<file path="src/rtl/dbg_cmd_pkg.sv">
package dbg_cmd_pkg;

    localparam int CNT_W = 16;
    localparam logic [15:0] CNT_MAX = 16'hFFFF;
    localparam logic [15:0] CNT_ZERO = 16'h0000;
    localparam logic [15:0] ALL_ONES16 = 16'hFFFF;
    localparam logic [7:0] ALL_ONES8 = 8'hFF;

    localparam logic [7:0] CMD_REV = 8'h00;
    localparam logic [7:0] CMD_CNT_WR = 8'h01;
    localparam logic [7:0] CMD_STAT_RD = 8'h02;
    localparam logic [7:0] CMD_CNT_RD = 8'h03;
    localparam logic [7:0] CMD_CTL_WR = 8'h04;
    localparam logic [7:0] CMD_CTL_RD = 8'h05;
    localparam logic [7:0] CMD_PC_WR = 8'h06;
    localparam logic [7:0] CMD_PC_RD = 8'h07;
    localparam logic [7:0] CMD_REG_WR = 8'h08;
    localparam logic [7:0] CMD_REG_RD = 8'h09;
    localparam logic [7:0] CMD_PM_WR = 8'h0A;
    localparam logic [7:0] CMD_PM_RD = 8'h0B;
    localparam logic [7:0] CMD_DM_WR = 8'h0C;
    localparam logic [7:0] CMD_DM_RD = 8'h0D;
    localparam logic [7:0] CMD_CRC = 8'h0E;
    localparam logic [7:0] CMD_STEP = 8'h10;
    localparam logic [7:0] CMD_STUFF = 8'h11;
    localparam logic [7:0] CMD_EXEC = 8'h12;

    // Control register fields.
    localparam int CTL_HALT = 7;
    localparam int CTL_BRKEN = 6;
    localparam int CTL_BRKPC = 3;
    localparam int CTL_BRKZRO = 2;
    localparam logic [7:0] CTL_RESET = 8'h00;

    // Peripheral control range and flash control register under read protect.
    localparam logic [3:0] PERIPH_HI = 4'hF;
    localparam logic [11:0] FLASH_CTL_ADDR = 12'hFF8;
    localparam logic [7:0] MASS_ERASE = 8'h63;

    localparam logic [15:0] REV_DEFAULT = 16'h0100;

    typedef enum logic [3:0] {
        ST_IDLE = 4'h0,
        ST_ARG_HI = 4'h1,
        ST_ARG_LO = 4'h2,
        ST_SIZE_HI = 4'h3,
        ST_SIZE_LO = 4'h4,
        ST_DATA_IN = 4'h5,
        ST_DATA_OUT = 4'h6,
        ST_SEND_HI = 4'h7,
        ST_SEND_LO = 4'h8,
        ST_WAIT = 4'h9
    } cmd_state_t;

    typedef struct packed {
        logic valid;
        logic [7:0] data;
    } byte_strobe_t;

    typedef struct packed {
        cmd_state_t st;
        logic [7:0] cmd;
        logic [15:0] cnt;
        logic [15:0] addr;
        logic [15:0] hold;
        logic [7:0] ctl;
        logic running;
        logic halt_prev;
        logic tx_valid;
        logic [7:0] tx_data;
        logic [7:0] tx_next;
        logic mem_we;
        logic mem_re;
        logic [15:0] mem_addr;
        logic [7:0] mem_wdata;
        logic [1:0] mem_space;
        logic pc_we;
        logic cpu_step;
        logic cpu_stuff;
        logic hit;
    } dbg_state_t;

endpackage

</file>
<file path="src/rtl/debug_command_counter.sv">
// Behaviour
// - 16-bit counter: cycles, zero break, PC match.
// - Counts outside debug, stops on entry or FFFF.
// - Counter clears when leaving debug mode unless zero or PC break is enabled.
// - Commands reuse counter as byte count.
// - Outside debug only a command subset works.
// - Revision command returns major then minor.
// - Counter write discarded outside debug mode.
// - Status read returns status register any mode.
// - Counter read returns inverse; outside debug FFFF.
// - Under protection halt flag set, never cleared. Code does not set it; a control write only keeps it set once halted.
// - Protection disables PC, memory, step commands.
// - Protection limits register access to F00-FFF.
// - Protection allows only mass erase to flash.
// - Characters framed 8N1 by the serial front end.
// - Counter zero or PC match enters debug.
`timescale 1ns/1ps
`default_nettype none
module debug_command_counter #(
    parameter logic [15:0] REVISION = dbg_cmd_pkg::REV_DEFAULT // Arbitrary value.
) (
    input wire logic MCLK,
    input wire logic RST_N,
    input wire dbg_cmd_pkg::byte_strobe_t RX,
    output dbg_cmd_pkg::byte_strobe_t TX,
    input wire logic TX_READY,
    input wire logic READ_PROTECT_OPTION,
    input wire logic CPU_BREAK,
    input wire logic [15:0] CPU_PC,
    input wire logic [7:0] DEBUG_STATUS_REG,
    input wire logic [7:0] MEM_RDATA,
    input wire logic MEM_RVALID,
    input wire logic [15:0] CRC_VALUE,
    input wire logic CRC_DONE,
    output logic DEBUG_HALT_FLAG,
    output logic [7:0] DEBUG_CONTROL_REG,
    output logic [15:0] DEBUG_CYCLE_COUNTER,
    output logic MEM_WE,
    output logic MEM_RE,
    output logic [1:0] MEM_SPACE,
    output logic [15:0] MEM_ADDR,
    output logic [7:0] MEM_WDATA,
    output logic PC_WE,
    output logic [15:0] PC_WDATA,
    output logic CPU_STEP,
    output logic CPU_STUFF,
    output logic [7:0] CPU_OPCODE,
    output logic CRC_START
);
    dbg_cmd_pkg::dbg_state_t s;
    dbg_cmd_pkg::dbg_state_t next_s;
    logic halted;
    logic prot;
    logic allowed;
    logic blocked_prot;
    logic periph_ok;
    logic crc_go;

    assign halted = s.ctl[dbg_cmd_pkg::CTL_HALT];
    assign prot = READ_PROTECT_OPTION;
    // Register addresses are 12 bits; only the F00-FFF page survives protection.
    assign periph_ok = (s.addr[11:8] == dbg_cmd_pkg::PERIPH_HI);

    always_comb begin
        unique case (RX.data)
            dbg_cmd_pkg::CMD_PC_WR, dbg_cmd_pkg::CMD_PC_RD, dbg_cmd_pkg::CMD_PM_WR,
            dbg_cmd_pkg::CMD_PM_RD, dbg_cmd_pkg::CMD_DM_WR, dbg_cmd_pkg::CMD_DM_RD,
            dbg_cmd_pkg::CMD_STEP, dbg_cmd_pkg::CMD_STUFF, dbg_cmd_pkg::CMD_EXEC:
                blocked_prot = prot;
            default: blocked_prot = 1'b0;
        endcase
        unique case (RX.data)
            dbg_cmd_pkg::CMD_REV, dbg_cmd_pkg::CMD_STAT_RD, dbg_cmd_pkg::CMD_CTL_WR,
            dbg_cmd_pkg::CMD_CTL_RD:
                allowed = 1'b1;
            default: allowed = halted && !blocked_prot;
        endcase
    end

    always_comb begin
        next_s = s;
        next_s.mem_we = 1'b0;
        next_s.mem_re = 1'b0;
        next_s.pc_we = 1'b0;
        next_s.cpu_step = 1'b0;
        next_s.cpu_stuff = 1'b0;
        next_s.hit = 1'b0;
        crc_go = 1'b0;
        if (TX_READY && s.tx_valid) begin
            next_s.tx_valid = 1'b0;
        end
        next_s.halt_prev = halted;

        // Counter behaviour while the CPU runs.
        if (!halted && s.halt_prev) begin
            if (!s.ctl[dbg_cmd_pkg::CTL_BRKZRO] && !s.ctl[dbg_cmd_pkg::CTL_BRKPC]) begin
                next_s.cnt = dbg_cmd_pkg::CNT_ZERO;
            end
            next_s.running = 1'b1;
        end else if (halted) begin
            next_s.running = 1'b0;
        end else if (s.running) begin
            if (s.ctl[dbg_cmd_pkg::CTL_BRKZRO]) begin
                // Down-count; reaching zero halts the CPU.
                if (s.cnt == dbg_cmd_pkg::CNT_ZERO) begin
                    next_s.hit = 1'b1;
                    next_s.running = 1'b0;
                end else begin
                    next_s.cnt = s.cnt - 16'h0001;
                end
            end else if (s.ctl[dbg_cmd_pkg::CTL_BRKPC]) begin
                if (CPU_PC == s.cnt) begin
                    next_s.hit = 1'b1;
                end
            end else if (s.cnt == dbg_cmd_pkg::CNT_MAX) begin
                next_s.running = 1'b0;
            end else begin
                next_s.cnt = s.cnt + 16'h0001;
            end
        end
        unique case (s.st)
            dbg_cmd_pkg::ST_IDLE: begin
                if (RX.valid) begin
                    next_s.cmd = RX.data;
                    unique case (RX.data)
                        dbg_cmd_pkg::CMD_REV: begin
                            next_s.hold = REVISION;
                            next_s.st = dbg_cmd_pkg::ST_SEND_HI;
                        end
                        dbg_cmd_pkg::CMD_STAT_RD: begin
                            next_s.tx_next = DEBUG_STATUS_REG;
                            next_s.st = dbg_cmd_pkg::ST_SEND_LO;
                        end
                        dbg_cmd_pkg::CMD_CTL_RD: begin
                            next_s.tx_next = s.ctl;
                            next_s.st = dbg_cmd_pkg::ST_SEND_LO;
                        end
                        dbg_cmd_pkg::CMD_CNT_RD: begin
                            next_s.hold = halted ? ~s.cnt : dbg_cmd_pkg::ALL_ONES16;
                            next_s.st = dbg_cmd_pkg::ST_SEND_HI;
                        end
                        dbg_cmd_pkg::CMD_PC_RD: begin
                            next_s.hold = allowed ? CPU_PC : dbg_cmd_pkg::ALL_ONES16;
                            next_s.st = dbg_cmd_pkg::ST_SEND_HI;
                        end
                        dbg_cmd_pkg::CMD_CRC: begin
                            if (halted) begin
                                crc_go = 1'b1;
                                next_s.st = dbg_cmd_pkg::ST_WAIT;
                            end else begin
                                next_s.hold = dbg_cmd_pkg::ALL_ONES16;
                                next_s.st = dbg_cmd_pkg::ST_SEND_HI;
                            end
                        end
                        dbg_cmd_pkg::CMD_STEP: begin
                            next_s.cpu_step = allowed;
                        end
                        dbg_cmd_pkg::CMD_CTL_WR, dbg_cmd_pkg::CMD_STUFF,
                        dbg_cmd_pkg::CMD_EXEC: begin
                            next_s.st = dbg_cmd_pkg::ST_ARG_LO;
                        end
                        dbg_cmd_pkg::CMD_CNT_WR, dbg_cmd_pkg::CMD_PC_WR,
                        dbg_cmd_pkg::CMD_REG_WR, dbg_cmd_pkg::CMD_REG_RD,
                        dbg_cmd_pkg::CMD_PM_WR, dbg_cmd_pkg::CMD_PM_RD,
                        dbg_cmd_pkg::CMD_DM_WR, dbg_cmd_pkg::CMD_DM_RD: begin
                            next_s.st = dbg_cmd_pkg::ST_ARG_HI;
                        end
                        default: ;
                    endcase
                end
            end
            dbg_cmd_pkg::ST_ARG_HI: begin
                if (RX.valid) begin
                    next_s.addr[15:8] = RX.data;
                    next_s.st = dbg_cmd_pkg::ST_ARG_LO;
                end
            end
            dbg_cmd_pkg::ST_ARG_LO: begin
                if (RX.valid) begin
                    next_s.addr[7:0] = RX.data;
                    next_s.st = dbg_cmd_pkg::ST_SIZE_HI;
                    unique case (s.cmd)
                        dbg_cmd_pkg::CMD_CNT_WR: begin
                            if (halted) begin
                                next_s.cnt = {s.addr[15:8], RX.data};
                            end
                            next_s.st = dbg_cmd_pkg::ST_IDLE;
                        end
                        dbg_cmd_pkg::CMD_PC_WR: begin
                            next_s.pc_we = halted && !prot;
                            next_s.st = dbg_cmd_pkg::ST_IDLE;
                        end
                        dbg_cmd_pkg::CMD_CTL_WR: begin
                            next_s.ctl = RX.data;
                            if (prot && halted) begin
                                next_s.ctl[dbg_cmd_pkg::CTL_HALT] = 1'b1;
                            end
                            next_s.st = dbg_cmd_pkg::ST_IDLE;
                        end
                        dbg_cmd_pkg::CMD_STUFF, dbg_cmd_pkg::CMD_EXEC: begin
                            // Execute forwards its first opcode byte; the rest goes
                            // through the CPU fetch path.
                            next_s.tx_next = RX.data;
                            next_s.cpu_stuff = halted && !prot;
                            next_s.st = dbg_cmd_pkg::ST_IDLE;
                        end
                        dbg_cmd_pkg::CMD_REG_WR, dbg_cmd_pkg::CMD_REG_RD: begin
                            next_s.st = dbg_cmd_pkg::ST_SIZE_LO;
                            next_s.cnt[15:8] = 8'h00;
                        end
                        default: ;
                    endcase
                end
            end
            dbg_cmd_pkg::ST_SIZE_HI: begin
                if (RX.valid) begin
                    next_s.cnt[15:8] = RX.data;
                    next_s.st = dbg_cmd_pkg::ST_SIZE_LO;
                end
            end
            dbg_cmd_pkg::ST_SIZE_LO: begin
                if (RX.valid) begin
                    next_s.cnt[7:0] = RX.data;
                    unique case (s.cmd)
                        dbg_cmd_pkg::CMD_REG_RD, dbg_cmd_pkg::CMD_PM_RD,
                        dbg_cmd_pkg::CMD_DM_RD:
                            next_s.st = dbg_cmd_pkg::ST_DATA_OUT;
                        default: next_s.st = dbg_cmd_pkg::ST_DATA_IN;
                    endcase
                end
            end
            dbg_cmd_pkg::ST_DATA_IN: begin
                if (RX.valid) begin
                    next_s.mem_addr = s.addr;
                    next_s.mem_wdata = RX.data;
                    next_s.mem_space = s.cmd[3:2];
                    next_s.mem_we = halted && (!prot || ((s.cmd == dbg_cmd_pkg::CMD_REG_WR)
                        && periph_ok && ((s.addr[11:0] != dbg_cmd_pkg::FLASH_CTL_ADDR)
                        || (RX.data == dbg_cmd_pkg::MASS_ERASE))));
                    next_s.addr = s.addr + 16'h0001;
                    // A size of zero means the full block; decrement wraps first.
                    next_s.cnt = s.cnt - 16'h0001;
                    if (next_s.cnt == dbg_cmd_pkg::CNT_ZERO) begin
                        next_s.st = dbg_cmd_pkg::ST_IDLE;
                    end
                end
            end
            dbg_cmd_pkg::ST_DATA_OUT: begin
                if (!s.tx_valid && !s.mem_re) begin
                    if (halted && (!prot || ((s.cmd == dbg_cmd_pkg::CMD_REG_RD) && periph_ok))) begin
                        next_s.mem_re = 1'b1;
                        next_s.mem_addr = s.addr;
                        next_s.mem_space = s.cmd[3:2];
                        next_s.st = dbg_cmd_pkg::ST_WAIT;
                    end else begin
                        next_s.tx_valid = 1'b1;
                        next_s.tx_data = dbg_cmd_pkg::ALL_ONES8;
                        next_s.addr = s.addr + 16'h0001;
                        next_s.cnt = s.cnt - 16'h0001;
                        if (next_s.cnt == dbg_cmd_pkg::CNT_ZERO) begin
                            next_s.st = dbg_cmd_pkg::ST_IDLE;
                        end
                    end
                end
            end
            dbg_cmd_pkg::ST_WAIT: begin
                if (s.cmd == dbg_cmd_pkg::CMD_CRC) begin
                    next_s.cnt = CRC_VALUE;
                    if (CRC_DONE) begin
                        next_s.hold = CRC_VALUE;
                        next_s.st = dbg_cmd_pkg::ST_SEND_HI;
                    end
                end else if (MEM_RVALID) begin
                    next_s.tx_valid = 1'b1;
                    next_s.tx_data = MEM_RDATA;
                    next_s.addr = s.addr + 16'h0001;
                    next_s.cnt = s.cnt - 16'h0001;
                    next_s.st = (next_s.cnt == dbg_cmd_pkg::CNT_ZERO) ?
                        dbg_cmd_pkg::ST_IDLE : dbg_cmd_pkg::ST_DATA_OUT;
                end
            end
            dbg_cmd_pkg::ST_SEND_HI: begin
                if (!s.tx_valid) begin
                    next_s.tx_valid = 1'b1;
                    next_s.tx_data = s.hold[15:8];
                    next_s.tx_next = s.hold[7:0];
                    next_s.st = dbg_cmd_pkg::ST_SEND_LO;
                end
            end
            dbg_cmd_pkg::ST_SEND_LO: begin
                if (!s.tx_valid) begin
                    next_s.tx_valid = 1'b1;
                    next_s.tx_data = s.tx_next;
                    next_s.st = dbg_cmd_pkg::ST_IDLE;
                end
            end
            default: next_s.st = dbg_cmd_pkg::ST_IDLE;
        endcase
        if (next_s.hit || (CPU_BREAK && s.ctl[dbg_cmd_pkg::CTL_BRKEN])) begin
            next_s.ctl[dbg_cmd_pkg::CTL_HALT] = 1'b1;
            next_s.running = 1'b0;
        end
    end

    always_ff @(posedge MCLK) begin
        if (!RST_N) begin
            s <= '0;
        end else begin
            s <= next_s;
        end
    end

    assign TX.valid = s.tx_valid;
    assign TX.data = s.tx_data;
    assign DEBUG_HALT_FLAG = halted;
    assign DEBUG_CONTROL_REG = s.ctl;
    assign DEBUG_CYCLE_COUNTER = s.cnt;
    assign MEM_WE = s.mem_we;
    assign MEM_RE = s.mem_re;
    assign MEM_SPACE = s.mem_space;
    assign MEM_ADDR = s.mem_addr;
    assign MEM_WDATA = s.mem_wdata;
    assign PC_WE = s.pc_we;
    assign PC_WDATA = s.addr;
    assign CPU_STEP = s.cpu_step;
    assign CPU_STUFF = s.cpu_stuff;
    assign CPU_OPCODE = s.tx_next;
    assign CRC_START = crc_go;
endmodule
`default_nettype wire

</file>
<file path="config.mk">
export PLATFORM = sky130hd
export DESIGN_NAME = debug_command_counter
export DESIGN_NICKNAME = d
export VERILOG_FILES = /design/src/rtl/dbg_cmd_pkg.sv /design/src/rtl/debug_command_counter.sv
export SDC_FILE = /design/constraint.sdc
export NUM_CORES = 1
export LEC_CHECK = 0
export BUFFER_PORTS_ARGS = -buffer_cell sky130_fd_sc_hd__buf_2
export CORE_MARGIN = 2
export CORE_UTILIZATION = 40
export DETAILED_ROUTE_END_ITERATION = 12
export GPL_ROUTABILITY_DRIVEN = 0
export PLACE_DENSITY = 0.71
export SLEW_MARGIN = 30
export SYNTH_ARGS = -nofsm -noshare
export SYNTH_HDL_FRONTEND = slang
export SYNTH_SLANG_ARGS = --single-unit
</file>
<file path="constraint.sdc">
create_clock -name MCLK -period 8.4 [get_ports MCLK]
set_input_delay 0.84 -clock MCLK [delete_from_list [all_inputs] [get_ports MCLK]]
set_output_delay 0.84 -clock MCLK [all_outputs]
set_load 0.005 [all_outputs]
</file>
==> results of run 1 <==
-- final cells by class --
class	count	area [um2]
clock buffer	17	425
clock inverter	15	135
fill	2377	13000
inverter	20	75.1
multi-input combinational	964	6040
sequential	118	2360
tap	319	399
timing repair buffer	166	863
-- cell families (layout without fill, tap and decap cells) --
group           after synthesis  in the layout  share of synthesized area (%)
simple gates                459            459                           25.6
compound gates              439            439                           30.8
buf+inv                     208            218                           11.9
flops                       118            118                           25.0
xor+xnor                     32             32                           2.96
mux                          28             28                           2.97
fa+ha+maj                     6              6                          0.793
-- stage by stage --
| stage | total power (uW) | worst slack (ns) | utilization [%] | hold slack [ns] |
|---|---|---|---|---|
| after global routing | 2390 | 4.19 | 44.1 | 0.483 |
| after floorplan | 1330 | 5.36 | - | 0.437 |
| after detailed placement | 1550 | 4.47 | 41.7 | 0.446 |
| after global placement | 1540 | 4.57 | 41.6 | 0.441 |
| final | 2290 | 4.37 | 44.1 | 0.450 |
| after CTS | 2260 | 4.46 | 44.1 | 0.455 |
-- path summary, 6_finish.rpt --
check | end | slack, ns | cells after the start
max | CRC_START | 4.37 | 5
min | MEM_WDATA[7] | 0.45 | 2
max reg2reg | MEM_ADDR[11] | 4.75 | 6
min reg2reg | MEM_WDATA[7] | 0.45 | 2
-- power breakdown --
part	internal, uW	switching, uW	total [uW]
registers	628	156	784
clock network	390	318	708
logic	299	502	801
-- layer usage --
layer | routed length, um | up-vias | global-route usage (%)
met5 | 0 | - | 0
met4 | 1640 | 0 | 11.1
met3 | 4630 | 157 | 7.36
met2 | 15200 | 816 | 41.5
met1 | 14000 | 4892 | 37.1
li1 | - | 4710 | -
-- sequential cells by signal, summed over array words and instances, names as in the netlist --
signal and cells:
CPU_STEP 1, DEBUG_CONTROL_REG 8, MEM_ADDR 16, MEM_WDATA 8, DEBUG_CYCLE_COUNTER 16, s 30, MEM_SPACE 2, PC_WE 1
TX 9, PC_WDATA 16, CPU_OPCODE 8, CPU_STUFF 1, MEM_RE 1, MEM_WE 1
-- Yosys cell counts (7+ instances only) --
master and count:
clkbuf_1 85, buf_2 10, mux2i_1 27, buf_4 84
a31o_2 8, o21a_1 12, nor2_1 103, inv_1 20
xnor2_1 9, a22o_1 19, a211oi_1 27, and3_1 15
a31oi_1 39, o31ai_1 11, a21oi_1 95, a22oi_1 24
o211ai_1 9, nor3_1 26, or3_1 9, nor2b_1 11
a221oi_1 12, o21ai_0 94, dfxtp_1 118, nand3_1 31
nand2_1 134, a21o_1 21, or4_1 7, nand4_1 21
xor2_1 23, nor4_1 17, and2_1 15
-- worst max-delay path, delay by kind of cell --
kind                   cells  cell delay, ns
and+or+nand+nor            3            1.94
buffers and inverters      2            0.39
==> impl_metrics.toml, run 1 <==
[die]
die_w_um = 158
die_h_um = 158
die-area_um2 = 24900
ioPinCount = 154
rows = 56
coreArea_um2 = 23300
initial_utilization_pct = 40.6

[global_route]
first_global_vias = 9139
grt_overflow = 0
grt_start_max_net_pins = 51
grt_pass1_wl_um = 53000
grtUsageTotal_pct = 27.5
antenna_found_initial = 0

[detailed_routing]
avgViaCountPerCell = 6.53
drtIter0Drc = 1743
postRouteAntennaNets = 0
dr.pass1.iters = 10
vias = 10575
wirelength_um = 35400
drc = 0
wire_per_inst_um = 21.9

[clock_tree]
clk_pin_slew_ns = 0.06
cts_tree = "built"
insertion_delay_ns = 0.43
cts_resized = 0
postCtsSetupBuffers = 0
cts_buffers = 17
ctsHoldBuffers = 0
clkSinkCount = 118
clk_path_buf_depth = 2
cts_max_level = 4
root_buffer = "clkbuf_16"

[sta]
setup-violations-final = 0
tightest_slew_ns = 1.06
finalHoldViolCount = 0
rsz0062_at_grt = "false"
slew_headroom_pct = 28.5
slew_viol_final = 0
fin_crit_ns = 4.03
fmax_mhz = 248
fin_crit_sh_pct = 47.9
fin_tns_setup_ns = 0
clock_skew_ns = 0.0151

[hold_path]
hold_class = "register to register"
worstHoldStart = "MEM_WDATA[7]"

[synthesis]
syn_area_per_cell_um2 = 7.34
ys_warn_count = 0
ys_seq_elements = 118
synth_area_leader_cell = "dfxtp_1"
synth_area_leaders = "dfxtp_1 (25%), buf_4 (6.7%), nand2_1 (5.3%)"
synth_top_area_share_pct = 25.0
synthArstFlopShare_pct = 0
synth_nets = 1360
syn_inst = 1290
ys.flop_type = "dfxtp_1"
ys_seq_area_share_pct = 25.0
synth_edf_count = 0
netlist_area_um2 = 9470
yosysUniqueCellTypes = 90

[outcome]
status = "finished, final reports clean"

[worst_setup_path]
timing.critical_path.mode_cell = "buf_2"
worstPathCellList = "buf_2 > nor4_1 > nand4_1 > nor3_1 > buf_2"
critPathArrivalTime_ns = 3.19
r2r_start = "s[116]"
critPathLaunch = "RX[4]"
critPathSlowestCell = "nand4_1"
crit_path_end_kind = "output port"
slowest_delay_ns = 0.81
crit_type = "input port to output port"
worstSetupStartpointType = "input port"
critPathRequiredTime_ns = 7.56
cp_max_fo = 17

[power_and_ir_drop]
power_leakage_uw = 0.00397
vdd_drop_max_mv = 0.109
power_density_nw_per_um2 = 223

[finish]
final_nets = 1357
syn_to_final_growth_pct = 8.79
final_cell_mix = "buf_2 (153), nand2_1 (134), dfxtp_1 (116)"
final_common_cell = "buf_2"
fin_area_um2 = 10300
instances_no_fill = 1619
num_antenna_cells = 0
drive_above_1_share_pct = 19.1

[place]
io_buffers = 153
dpl.hpwl_um = 25500
placed_area_um2 = 9720
dp_cells = 1587

[job]
drv_cap = 0
No activity file was read; power rests on OpenSTA's default activity.
==> inputs of run 2 (changes only) <==
- ABC_AREA: not set -> 1
- PLACE_DENSITY: 0.71 -> 0.73
- clock period: 8.4 -> 3.7 ns (I/O delays scaled with it)
==> run 2 against run 1 <==
Effect of this change: count of clock-buffer cells in the layout increased by 2; routed wire length grew 11%; design area up 5.6%; first-iteration DRC count is 3.4% higher; synthesized area grew 5.9%; clock power up 130%; sequential share of layout area shrank 1.2 points; critical path type is now register to register; largest cell class unchanged.
==> impl_metrics.toml, run 2 <==
[outcome]
status = "finished, final reports clean"

[sta]
setup-violations-final = 0
finalHoldViolCount = 0
slew_viol_final = 0
fmax_mhz = 357
fin_tns_setup_ns = 0
fin_crit_sh_pct = 75.8
clock_skew_ns = 0.0146
rsz0062_at_grt = "false"
fin_crit_ns = 2.80
tightest_slew_ns = 0.940
slew_headroom_pct = 37.3

[synthesis]
ys_seq_elements = 118
synth_area_leader_cell = "dfxtp_1"
syn_inst = 1629
ys_warn_count = 0
synth_edf_count = 0
synthArstFlopShare_pct = 0
ys.flop_type = "dfxtp_1"
synth_nets = 1699
syn_area_per_cell_um2 = 6.15
yosysUniqueCellTypes = 60
synth_common_cells = "nand2_1 (364), nor2_1 (164), inv_1 (156)"
synth_area_leaders = "dfxtp_1 (24%), nand2_1 (14%), buf_4 (6.6%)"
yosysMostFrequentCell = "nand2_1"
synth_top_area_share_pct = 23.6
ys_seq_area_share_pct = 23.6
netlist_area_um2 = 10000

[die]
die-area_um2 = 26300
die_w_um = 162
ioPinCount = 154
initial_utilization_pct = 41.0
rows = 57
die_h_um = 162
coreArea_um2 = 24500

[global_route]
antenna_found_initial = 1
grt_start_max_net_pins = 57
grt_pass1_wl_um = 59500
grt_overflow = 0
grtUsageTotal_pct = 29.0
first_global_vias = 10754

[finish]
final_cell_mix = "nand2_1 (364), nor2_1 (162), inv_1 (156)"
largest_reg_flops = 30
regMostFlops = "s"
final_nets = 1725
syn_to_final_growth_pct = 8.48
instances_no_fill = 1993
fin_area_um2 = 10900
final_common_cell = "nand2_1"
fillers = 2571
drive_above_1_share_pct = 18.7

[power_and_ir_drop]
combPwrFrac_pct = 7.9
power_leakage_uw = 0.00504
switching_share_pct = 27.6
power.switching_uw = 886
power_frac_clock_pct = 51.7
seqPwrFrac_pct = 40.5
p_int_uw = 2320
vdd_drop_max_mv = 0.238
power_density_nw_per_um2 = 295

[place]
placed_area_um2 = 10300
dpl.hpwl_um = 29200
io_buffers = 153
dp_cells = 1960

[worst_setup_path]
worstSetupStartpointType = "register"
cp_max_fo = 19
critPathRequiredTime_ns = 4.03
crit_type = "register to register"
critPathArrivalTime_ns = 3.14
crit_path_end_kind = "register"

[detailed_routing]
wirelength_um = 39300
avgViaCountPerCell = 5.90
vias = 11764
drc = 0
dr.pass1.iters = 6
wire_per_inst_um = 19.7
postRouteAntennaNets = 0
drtIter0Drc = 1803

[clock_tree]
root_buffer = "clkbuf_16"
clk_path_buf_depth = 2
ctsHoldBuffers = 0
postCtsSetupBuffers = 0
cts_tree = "built"
clk_pin_slew_ns = 0.07
insertion_delay_ns = 0.44
cts_buffers = 17
cts_max_level = 4
cts_resized = 0
clkSinkCount = 118

[job]
drv_cap = 0

[hold_path]
hold_class = "input port to register"
[run 2: cell count changes after synthesis, moves of 21 or more]
cell,previous run,this run
a21o_1,21,0
a21oi_1,95,128
a22oi_1,24,2
a31oi_1,39,12
buf_2,10,32
clkbuf_1,85,30
inv_1,20,156
inv_2,0,35
mux2i_1,27,0
nand2_1,134,364
nand3_1,31,117
nor2_1,103,164
o21ai_1,2,23
[run 2: cell type report]
class                   count  area, um2  area share (%)
clock inverters            13        121            1.12
flip-flops and latches    118       2360            21.7
inverters                 195        736            6.77
well taps                 324        405            3.73
clock buffers              19        453            4.17
multi-input cells        1157       5930            54.5
diodes                      1       2.50          0.0230
repair buffers            166        863            7.94
[run 2: power by group through the flow]
stage	clock network (uW)	registers, uW	logic [uW]
2_1_floorplan	0	1320	141
3_3_place_gp	0	1320	240
3_5_place_dp	0	1320	241
4_1_cts	1650	1300	242
5_1_grt	1710	1300	269
6_report	1660	1300	253
[run 2: through the flow]
stage               setup WS [ns]  total power, uW  utilization, %  hold slack, ns
global placement            0.868             1560            42.1           0.453
floorplan                    1.79             1460               -           0.442
global route                0.658             3280            44.4           0.233
detailed placement          0.859             1570            42.1           0.455
CTS                          1.03             3190            44.4           0.232
finish                      0.897             3210            44.4           0.245
[run 2: path summary, 6_finish.rpt]
path                   startpoint                       to  slack, ns  depth (start not counted)
max reg2reg  DEBUG_CONTROL_REG[7]  DEBUG_CYCLE_COUNTER[15]       0.90                         13
max          DEBUG_CONTROL_REG[7]  DEBUG_CYCLE_COUNTER[15]       0.90                         13
min reg2reg          MEM_ADDR[13]             MEM_ADDR[13]       0.46                          2
min           READ_PROTECT_OPTION                   MEM_WE       0.25                          2
[run 2: layer usage]
layer | wire (um) | GRT usage [%]
met1 | 15000 | 36.9
met2 | 16500 | 44.3
met3 | 5400 | 8.50
met4 | 2330 | 15.4
met5 | 15 | 0
[run 2: cells by family (layout without fill, tap and decap cells)]
family	count (synthesis)	count (layout)	synth area share [%]
compound gates	372	372	22.0
fa+ha+maj	6	6	0.749
buf+inv	354	393	17.4
xor+xnor	23	23	2.08
simple gates	756	756	34.2
flops	118	118	23.6
other cells	0	1	0
[run 2: critical path, stage by stage (launching register included)]
cell and delay, ns:
dfxtp_1 0.78, inv_2 0.07, nand2_1 0.40, inv_1 0.35, nand2_1 0.30, inv_1 0.11, nand2_1 0.07, o21ai_1 0.13
nand2_1 0.14, nand2_1 0.07, nand2_1 0.06, nand3_1 0.07, nor2_1 0.08, nor2_1 0.05
